$ cat src/lbt_pkg.sv
// Overview of operation
// (RULE1) sample AD and parity only when qualified; control pins every edge
// (RULE2) command taken on first frame edge; byte enables held per data phase
// (RULE3) parity driven and checked one clock after the data it covers
// (RULE4) reset and interrupt lines are asynchronous, not clock-sampled
// (RULE5) each transaction is one address phase then one or more data phases
// (RULE6) bus is idle when frame and initiator ready are both deasserted
// (RULE7) first frame edge is the address phase; next edge starts data
// (RULE8) dual address cycle stretches the address phase to two clocks
// (RULE9) data moves only when both ready signals are asserted
// (RULE10) either side may insert waits by holding its ready deasserted
// (RULE11) data source asserts ready once data valid; only receiver delays
// (RULE12) master holds initiator ready and frame until the phase completes
// (RULE13) target holds devsel, target ready and stop until phase completes
// (RULE14) phase completes on initiator ready with target ready or stop
// (RULE15) master drops frame with ready asserted for the final transfer
// (RULE16) target compares address with its bases and asserts devsel on match
// (RULE17) registers reachable by memory window and optional I/O window alike
// (RULE18) I/O address is a full byte address; low bits name first byte
// (RULE19) first I/O byte enables must agree with the two low address bits
// (RULE20) all byte enables off accepts any low address bits
// (RULE21) disallowed I/O access sizes end with target abort
// (RULE22) legacy device claims fixed I/O addresses whenever I/O enable set
// (RULE23) writes update only bytes whose enables are asserted
`default_nettype none
package lbt_pkg;
	localparam logic [3:0] CMD_IO_READ = 4'h2;
	localparam logic [3:0] CMD_IO_WRITE = 4'h3;
	localparam logic [3:0] CMD_MEM_READ = 4'h6;
	localparam logic [3:0] CMD_MEM_WRITE = 4'h7;
	localparam logic [3:0] CMD_DUAL_ADDR = 4'hD;
	localparam logic [3:0] CMD_MEM_RD_MULT = 4'hC;
	localparam logic [3:0] CMD_MEM_RD_LINE = 4'hE;
	localparam logic [3:0] CMD_MEM_WR_INV = 4'hF;
	localparam logic [3:0] BE_NONE = 4'hF;
	localparam int REG_IDX_W = 2;
	localparam int BYTE_LSB = 2;
	typedef enum logic [2:0] {LBT_IDLE, LBT_DAC, LBT_DATA, LBT_BACKOFF, LBT_TURN} lbt_state_t;
endpackage
`default_nettype wire

$ cat src/lbt_fifo.sv
`default_nettype none
// ****************************************
// write capture fifo
// ****************************************
module lbt_fifo
	import lbt_pkg::*;
#(
	parameter int WIDTH = 36,
	parameter int DEPTH = 16
)(
	input wire logic clk,
	input wire logic rst_n,
	input wire logic inValid,
	output logic inReady,
	input wire logic [WIDTH-1:0] inData,
	output logic outValid,
	input wire logic outReady,
	output logic [WIDTH-1:0] outData
);
	localparam int AW = $clog2(DEPTH);
	logic [WIDTH-1:0] mem_ff [DEPTH];
	logic [AW:0] wr_ff, rd_ff, nxt_wr, nxt_rd;
	logic push, pop;

	// pointers carry one extra wrap bit for honest full and empty
	always_comb
	begin
		inReady = (wr_ff[AW] == rd_ff[AW]) || (wr_ff[AW-1:0] != rd_ff[AW-1:0]);
		outValid = wr_ff != rd_ff;
		outData = mem_ff[rd_ff[AW-1:0]];
		push = inValid && inReady;
		pop = outValid && outReady;
		nxt_wr = push ? wr_ff + 1'b1 : wr_ff;
		nxt_rd = pop ? rd_ff + 1'b1 : rd_ff;
	end

	always_ff @(posedge clk or negedge rst_n)
	begin
		if (!rst_n)
		begin
			wr_ff <= '0;
			rd_ff <= '0;
		end
		else
		begin
			wr_ff <= nxt_wr;
			rd_ff <= nxt_rd;
		end
	end

	// storage has no reset; only pointers need a defined value
	always_ff @(posedge clk)
	begin
		if (push)
			mem_ff[wr_ff[AW-1:0]] <= inData;
	end
endmodule
`default_nettype wire

$ cat src/lbt_target.sv
`default_nettype none
// ****************************************
// bus target: decode, handshake, registers
// ****************************************
module lbt_target
	import lbt_pkg::*;
#(
	parameter logic [31:0] MEM_MASK = 32'hFFFF_FFF0,
	parameter logic [31:0] IO_MASK = 32'hFFFF_FFF0,
	parameter logic [31:0] LEGACY_BASE = 32'h0000_0300,
	parameter logic [31:0] LEGACY_MASK = 32'hFFFF_FFF0,
	parameter bit LEGACY_EN = 1'b0,
	parameter bit IO_DWORD_ONLY = 1'b0,
	parameter int FIFO_DEPTH = 16
)(
	input wire logic clk,
	input wire logic rst_n,
	input wire logic [31:0] adIn,
	output logic [31:0] adOut,
	output logic adOe,
	input wire logic [3:0] cbeIn_n,
	input wire logic parIn,
	output logic parOut,
	output logic parOe,
	input wire logic frameIn_n,
	input wire logic irdyIn_n,
	output logic trdyOut_n,
	output logic stopOut_n,
	output logic devselOut_n,
	output logic ctlOe,
	output logic perrOut_n,
	output logic perrOe,
	input wire logic [31:0] memBase,
	input wire logic [31:0] ioBase,
	input wire logic memEnable,
	input wire logic ioEnable,
	output logic wrValid,
	input wire logic wrReady,
	output logic [35:0] wrData,
	output logic [31:0] regTap
);
	// two-flop synchronisers on every pin input (RULE1); reset acts unsampled (RULE4)
	logic [31:0] adS1_ff, adS2_ff;
	logic [3:0] cbeS1_ff, cbeS2_ff;
	logic parS1_ff, parS2_ff, frS1_ff, frS2_ff, irS1_ff, irS2_ff;
	always_ff @(posedge clk or negedge rst_n)
	begin
		if (!rst_n)
		begin
			adS1_ff <= '0;
			adS2_ff <= '0;
			cbeS1_ff <= BE_NONE;
			cbeS2_ff <= BE_NONE;
			parS1_ff <= 1'b0;
			parS2_ff <= 1'b0;
			frS1_ff <= 1'b1;
			frS2_ff <= 1'b1;
			irS1_ff <= 1'b1;
			irS2_ff <= 1'b1;
		end
		else
		begin
			adS1_ff <= adIn;
			adS2_ff <= adS1_ff;
			cbeS1_ff <= cbeIn_n;
			cbeS2_ff <= cbeS1_ff;
			parS1_ff <= parIn;
			parS2_ff <= parS1_ff;
			frS1_ff <= frameIn_n;
			frS2_ff <= frS1_ff;
			irS1_ff <= irdyIn_n;
			irS2_ff <= irS1_ff;
		end
	end

	// ****************************************
	// transaction state
	// ****************************************
	lbt_state_t st_ff, nxt_st;
	logic [3:0] cmd_ff, nxt_cmd;
	logic [REG_IDX_W-1:0] idx_ff, nxt_idx;
	logic trdy_ff, nxt_trdy, stop_ff, nxt_stop, dsel_ff, nxt_dsel, oe_ff, nxt_oe;
	logic adOe_ff, nxt_adOe, first_ff, nxt_first;
	logic [1:0] addrLo_ff, nxt_addrLo;
	logic [31:0] rdData_ff, nxt_rdData;
	logic [31:0] regs_ff [2**REG_IDX_W];
	logic [31:0] nxt_reg;
	logic regWe;
	logic [3:0] beSel;
	logic parAcc_ff, nxt_parAcc, parOe_ff, nxt_parOe, parOut_ff, nxt_parOut;
	logic chkPend_ff, nxt_chkPend, perr_ff, nxt_perr, perrOe_ff, nxt_perrOe;
	logic wrValid_ff, nxt_wrValid;
	logic [35:0] wrData_ff, nxt_wrData;
	logic fifoInReady, fifoOutValid;
	logic [35:0] fifoOutData;
	logic idle, addrPhase, hitMem, hitIo, hitLegacy, isIo, isRead, beBad, sizeBad;
	logic complete, xfer;

	assign idle = frS2_ff && irS2_ff; // (RULE6)
	assign addrPhase = !frS2_ff && irS2_ff && st_ff == LBT_IDLE; // (RULE7)
	assign isIo = cbeS2_ff == CMD_IO_READ || cbeS2_ff == CMD_IO_WRITE;
	assign isRead = cbeS2_ff == CMD_IO_READ || cbeS2_ff == CMD_MEM_READ
		|| cbeS2_ff == CMD_MEM_RD_LINE || cbeS2_ff == CMD_MEM_RD_MULT;
	// base compare; both windows reach the same registers (RULE16) (RULE17)
	assign hitMem = memEnable && ((adS2_ff & MEM_MASK) == (memBase & MEM_MASK))
		&& (isRead || cbeS2_ff == CMD_MEM_WRITE || cbeS2_ff == CMD_MEM_WR_INV);
	assign hitIo = ioEnable && isIo && ((adS2_ff & IO_MASK) == (ioBase & IO_MASK)); // (RULE18)
	assign hitLegacy = LEGACY_EN && ioEnable && isIo
		&& ((adS2_ff & LEGACY_MASK) == LEGACY_BASE); // (RULE22)
	// first-phase enables against the latched low address bits (RULE19) (RULE20)
	always_comb
	begin
		unique case (addrLo_ff)
			2'b00: beBad = cbeS2_ff[0];
			2'b01: beBad = cbeS2_ff[1:0] != 2'b01;
			2'b10: beBad = cbeS2_ff[2:0] != 3'b011;
			default: beBad = cbeS2_ff != 4'b0111;
		endcase
		if (cbeS2_ff == BE_NONE)
			beBad = 1'b0;
	end
	// optional size restriction: full dword or no bytes only (RULE21)
	assign sizeBad = IO_DWORD_ONLY && cbeS2_ff != 4'h0 && cbeS2_ff != BE_NONE;
	assign complete = !irS2_ff && (trdy_ff || stop_ff); // (RULE14)
	assign xfer = !irS2_ff && trdy_ff; // (RULE9)
	assign beSel = ~cbeS2_ff;
	assign regWe = xfer && cmd_ff[0];

	// byte-lane merge for writes (RULE23)
	always_comb
	begin
		nxt_reg = regs_ff[idx_ff];
		for (int b = 0; b < 4; b++)
			if (beSel[b])
				nxt_reg[8*b +: 8] = adS2_ff[8*b +: 8];
	end

	// ****************************************
	// next-state logic
	// ****************************************
	always_comb
	begin
		nxt_st = st_ff;
		nxt_cmd = cmd_ff;
		nxt_idx = idx_ff;
		nxt_trdy = trdy_ff;
		nxt_stop = stop_ff;
		nxt_dsel = dsel_ff;
		nxt_oe = oe_ff;
		nxt_adOe = adOe_ff;
		nxt_first = first_ff;
		nxt_addrLo = addrLo_ff;
		nxt_rdData = rdData_ff;
		nxt_wrValid = wrValid_ff && !fifoInReady;
		nxt_wrData = wrData_ff;
		unique case (st_ff)
			LBT_IDLE:
			begin
				if (addrPhase)
				begin
					nxt_cmd = cbeS2_ff; // (RULE2)
					nxt_idx = adS2_ff[BYTE_LSB +: REG_IDX_W];
					nxt_addrLo = adS2_ff[1:0]; // (RULE18)
					if (cbeS2_ff == CMD_DUAL_ADDR)
						nxt_st = LBT_DAC; // (RULE8)
					else if (hitMem || hitIo || hitLegacy)
					begin
						nxt_st = LBT_DATA; // (RULE5)
						nxt_dsel = 1'b1;
						nxt_oe = 1'b1;
						nxt_first = 1'b1;
						nxt_adOe = isRead;
					end
				end
			end
			LBT_DAC:
				nxt_st = LBT_BACKOFF; // 64-bit addresses never match this target
			LBT_DATA:
			begin
				if (!(trdy_ff || stop_ff))
				begin
					// decide response once, then hold until completion (RULE13)
					if (first_ff && (cmd_ff == CMD_IO_READ || cmd_ff == CMD_IO_WRITE)
						&& (beBad || sizeBad))
					begin
						nxt_stop = 1'b1; // target abort
						nxt_dsel = 1'b0;
					end
					else if (!cmd_ff[0] || !wrValid_ff)
					begin
						// read source asserts ready when data valid (RULE11)
						nxt_trdy = 1'b1;
						nxt_rdData = regs_ff[idx_ff];
					end
					// write receiver waits while fifo is full (RULE10)
				end
				else if (complete)
				begin
					nxt_first = 1'b0;
					nxt_trdy = 1'b0;
					if (xfer)
					begin
						nxt_idx = idx_ff + 1'b1;
						if (cmd_ff[0])
						begin
							nxt_wrValid = 1'b1;
							nxt_wrData = {cbeS2_ff, adS2_ff};
						end
					end
					if (frS2_ff || stop_ff)
					begin
						// final phase seen: release the bus (RULE15)
						nxt_st = LBT_TURN;
						nxt_trdy = 1'b0;
						nxt_stop = 1'b0;
						nxt_dsel = 1'b0;
						nxt_adOe = 1'b0;
					end
				end
			end
			LBT_BACKOFF:
				if (idle)
					nxt_st = LBT_IDLE;
			LBT_TURN:
			begin
				nxt_oe = 1'b0;
				nxt_st = idle ? LBT_IDLE : LBT_BACKOFF;
			end
			default:
				nxt_st = LBT_IDLE;
		endcase
	end

	// parity: driven one clock after read data, checked one clock after (RULE3)
	always_comb
	begin
		nxt_parOut = ^{rdData_ff, cbeS2_ff};
		nxt_parOe = adOe_ff;
		nxt_parAcc = ^{adS2_ff, cbeS2_ff};
		nxt_chkPend = regWe;
		nxt_perr = chkPend_ff && (parAcc_ff != parS2_ff);
		nxt_perrOe = chkPend_ff || perrOe_ff && perr_ff;
	end

	always_ff @(posedge clk or negedge rst_n)
	begin
		if (!rst_n)
		begin
			st_ff <= LBT_IDLE;
			cmd_ff <= 4'h0;
			idx_ff <= '0;
			trdy_ff <= 1'b0;
			stop_ff <= 1'b0;
			dsel_ff <= 1'b0;
			oe_ff <= 1'b0;
			adOe_ff <= 1'b0;
			first_ff <= 1'b0;
			addrLo_ff <= 2'h0;
			rdData_ff <= '0;
			wrValid_ff <= 1'b0;
			wrData_ff <= '0;
			parOut_ff <= 1'b0;
			parOe_ff <= 1'b0;
			parAcc_ff <= 1'b0;
			chkPend_ff <= 1'b0;
			perr_ff <= 1'b0;
			perrOe_ff <= 1'b0;
			for (int i = 0; i < 2**REG_IDX_W; i++)
				regs_ff[i] <= '0;
		end
		else
		begin
			st_ff <= nxt_st;
			cmd_ff <= nxt_cmd;
			idx_ff <= nxt_idx;
			trdy_ff <= nxt_trdy;
			stop_ff <= nxt_stop;
			dsel_ff <= nxt_dsel;
			oe_ff <= nxt_oe;
			adOe_ff <= nxt_adOe;
			first_ff <= nxt_first;
			addrLo_ff <= nxt_addrLo;
			rdData_ff <= nxt_rdData;
			wrValid_ff <= nxt_wrValid;
			wrData_ff <= nxt_wrData;
			parOut_ff <= nxt_parOut;
			parOe_ff <= nxt_parOe;
			parAcc_ff <= nxt_parAcc;
			chkPend_ff <= nxt_chkPend;
			perr_ff <= nxt_perr;
			perrOe_ff <= nxt_perrOe;
			if (regWe)
				regs_ff[idx_ff] <= nxt_reg; // (RULE23)
		end
	end

	// written words drain through the fifo; full fifo stalls target ready
	lbt_fifo #(.WIDTH(36), .DEPTH(FIFO_DEPTH)) u_fifo (
		.clk(clk),
		.rst_n(rst_n),
		.inValid(wrValid_ff),
		.inReady(fifoInReady),
		.inData(wrData_ff),
		.outValid(fifoOutValid),
		.outReady(wrReady),
		.outData(fifoOutData)
	);

	// registered copies so every output leaves a flip-flop
	logic wrVOut_ff;
	logic [35:0] wrDOut_ff;
	logic [31:0] tap_ff;
	always_ff @(posedge clk or negedge rst_n)
	begin
		if (!rst_n)
		begin
			wrVOut_ff <= 1'b0;
			wrDOut_ff <= '0;
			tap_ff <= '0;
		end
		else
		begin
			wrVOut_ff <= fifoOutValid;
			wrDOut_ff <= fifoOutData;
			tap_ff <= regs_ff[0];
		end
	end

	assign adOut = rdData_ff;
	assign adOe = adOe_ff;
	assign parOut = parOut_ff;
	assign parOe = parOe_ff;
	assign trdyOut_n = ~trdy_ff;
	assign stopOut_n = ~stop_ff;
	assign devselOut_n = ~dsel_ff;
	assign ctlOe = oe_ff;
	assign perrOut_n = ~perr_ff;
	assign perrOe = perrOe_ff;
	assign wrValid = wrVOut_ff;
	assign wrData = wrDOut_ff;
	assign regTap = tap_ff;
endmodule
`default_nettype wire

$ cat config.mk
export PLATFORM = sky130hd
export DESIGN_NAME = lbt_target
export DESIGN_NICKNAME = d
export VERILOG_FILES = /design/src/lbt_pkg.sv /design/src/lbt_fifo.sv /design/src/lbt_target.sv
export SDC_FILE = /design/constraint.sdc
export NUM_CORES = 1
export LEC_CHECK = 0
export ABC_AREA = 1
export ABC_CLOCK_PERIOD_IN_PS = 4400
export BUFFER_PORTS_ARGS = -buffer_cell sky130_fd_sc_hd__buf_2
export CAP_MARGIN = 20
export CORE_UTILIZATION = 39
export DETAILED_ROUTE_END_ITERATION = 12
export PLACE_DENSITY = 0.58
export SLEW_MARGIN = 20
export SYNTH_ARGS = -nofsm -noshare
export SYNTH_HDL_FRONTEND = slang
export SYNTH_SLANG_ARGS = --single-unit
$ cat constraint.sdc
create_clock -name clk -period 4.4 [get_ports clk]
set_input_delay 0.22 -clock clk [delete_from_list [all_inputs] [get_ports clk]]
set_output_delay 0.22 -clock clk [all_outputs]
set_load 0.01 [all_outputs]
==> out/qor.yml <==
grt-busiest-layer: "met2"
viasPerCell: 5.17
clk_pin_slew_ns: 0.06
antenna_found_initial: 12
critPathKind: "register to register"
ys_seq_elements: 953
ys_seq_area_share_pct: 70.9
required_ns: 4.70
use_met1_pct: 28.4
n_fill_cell: 8662
numCtsBuffers: 99
period_minus_slack_ns: 3.25
p_leak_nw: 17.1
dp_slack_ns: 1.06
rsz0062_at_grt: "false"
cts_tree: "done"
ios: 218
place_area_um2: 40200
drc: 0
firstDrtPassIters: 5
post_cts_buffers: 0
pwr-share-clk_pct: 27.8
clockBufferDepth: 3
grtUsageMet2_pct: 31.8
end_kind: "register"
critPathMaxFanout: 60
num_vias: 24300
core_area_um2: 95400
finalWirelength_um: 98300
fin_crit_sh_pct: 73.8
start_kind: "register"
nets: 3468
grt-ovfl-total: 0
gp_congestion: 0.835
groute.layer.met3.usage_pct: 3.20
swShare_pct: 35.3
syn_area_um2: 37700
ys_types: 40
final_area_um2: 43900
port-buffer-count: 209
final-setup-viol-count: 0
hold_path_class: "input port to register"
grt_pass1_wl_um: 148000
dieHeight_um: 313
peakVddDrop_uv: 447
area_growth_pct: 16.5
seq_power_share_pct: 44.9
rows: 113
cap_viol_max_count: 0
slew_viol_final: 0
drtIter0Drc: 2064
final_common_cell: "edfxtp_1"
hold_buffers: 41
cts_resized: 0
setup_slack_ns: 1.15
die-area_um2: 97900
syn_nets: 3248
p_int_mw: 19.4
maxSlewHeadroom_pct: 23.1
drive_gt1_share_pct: 13.3
insertion_delay_ns: 0.68
grt_max_degree: 204
status: "finished clean"
clock_skew_ns: 0.0255
cts_sinks: 953
ant_nets: 0
h-tree-depth: 3
hold_slack_ns: 0.191
start_util_pct: 39.5
syn_area_per_cell_um2: 12.1
die_w_um: 313
mostFrequentLayoutCells: "edfxtp_1 (576), nand2_1 (571), nor2_1 (397)"
wl_per_cell_um: 20.9
hold_viol_final: 0
p_per_area_nw_per_um2: 683
grt_pass1_vias: 23200
switchingPower_mw: 10.6
hpwl_um: 59200
p_comb_share_pct: 27.3
ys_warn_count: 0
grt.total_usage_pct: 20.0
worst_slew_pin_slew_ns: 1.15
multi_input_area_um2: 9880
cp.arrival_ns: 3.55
syn_inst: 3123
cts_root_buffer: "clkbuf_16"
fmax_ghz: 0.308
seq_area_um2: 26800
fin_setup_tns_ns: 0
## layout make-up
| class | instances | share of cell area [%] |
|---|---|---|
| Timing Repair Buffer | 292 | 4.54 |
| Clock buffer | 153 | 6.65 |
| Clock inverter | 34 | 0.741 |
| Inverter | 115 | 0.995 |
| Multi-Input combinational cell | 1882 | 22.5 |
| Tap cell | 1265 | 3.61 |
| Sequential cell | 953 | 60.9 |
| Antenna cell | 2 | 0.0114 |
## logic make-up (layout without fill, tap and decap cells)
kind of cell               Yosys count  in the layout  share of synthesized area (%)
buffers and inverters              288            594                           3.19
other                                0              2                              0
and+or+nand+nor                   1088           1088                           11.3
AOI/OAI and AO/OA                  632            632                           10.4
muxes                               63             63                           1.69
DFF                                953            953                           70.9
xor gates and xnor gates            82             82                           1.90
adders and majority gates           17             17                          0.564
## cells in the mapped netlist (all sizes together)
cell type  number  area [um2]
nand2         577        2180
inv           115         432
o32ai          85         744
nand3b          3        22.5
a32o           32         320
clkbuf         95         357
nand4           4        40.0
nor3            3        15.0
nor4            1        6.26
o221ai         59         517
ha             17         213
or2             2        12.5
a211oi          1        7.51
nand3          82         410
o211a           1        10.0
nor2          416        1570
buf            78         413
dfstp          12         315
xor2           32         280
o211ai         15         118
o21ai         363        1820
o22ai           1        6.26
mux2i          59         591
mux2            4        45.0
o2111ai         1        8.76
edfxtp        576       17300
dfrtp         365        9130
a21oi          71         359
a21o            2        15.0
a31oi           1        6.26
xnor2          50         438
## stage by stage
step                utilization (%)  std cells  total power [mW]
floorplan                         -       3123              18.6
global placement               42.1       4465              21.8
detailed placement             42.1       4465              21.9
CTS                            46.0       4693              30.3
global route                   46.0       4695              31.7
finish                         46.0       4696              30.0
## path summary, 6_finish.rpt
| path | start | to | slack [ns] | cells past startpoint |
|---|---|---|---|---|
| worst max-delay path | u_fifo.rd_ff[0]$_DFFE_PN0P_ | u_fifo.mem_ff[4][33]$_DFFE_PP_ | 1.15 | 9 |
| worst min-delay path | adIn[11] | adS1_ff[11]$_DFF_PN0_ | 0.19 | 2 |
| worst max register to register | u_fifo.rd_ff[0]$_DFFE_PN0P_ | u_fifo.mem_ff[4][33]$_DFFE_PP_ | 1.15 | 9 |
| worst min register to register | adS1_ff[6]$_DFF_PN0_ | adS2_ff[6]$_DFF_PN0_ | 0.35 | 0 |
| max in group asynchronous | rst_n | wrData_ff[14]$_DFFE_PN0P_ | 3.00 | 3 |
| min in group asynchronous | rst_n | regs_ff[70]$_DFFE_PN0P_ | 0.22 | 2 |
## sequential cells by signal, indices dropped and copies added, names as in the netlist, 32 cells and up
signal and cells:
adOut 32, adS1_ff 32, adS2_ff 32, regTap 32, regs_ff 128, u_fifo.mem_ff 576
wrData 36, wrData_ff 36
## power groups by stage
| stage | Sequential (mW) | Clock, mW | Combinational [mW] |
|---|---|---|---|
| finish | 13.5 | 8.33 | 8.19 |
| detailed placement | 13.6 | 0 | 8.23 |
| CTS | 13.5 | 8.50 | 8.29 |
| floorplan | 13.0 | 0 | 5.66 |
| global route | 13.7 | 8.83 | 9.19 |
| global placement | 13.6 | 0 | 8.15 |
## critical path: stages (launching register included)
cell,delay (ns)
dfrtp_4,0.90
inv_6,0.23
nand2_1,0.13
a21oi_1,0.08
nand3_1,0.11
nand2_1,0.09
inv_2,0.12
nand2_1,0.25
nor2_4,0.39
buf_4,0.54
## layer usage
metal	vias up	wire length (um)
li1	11400	-
met1	12000	43800
met5	-	81
met3	166	5590
met4	12	2610
met2	696	46100
No activity file was read; power rests on OpenSTA's default activity.
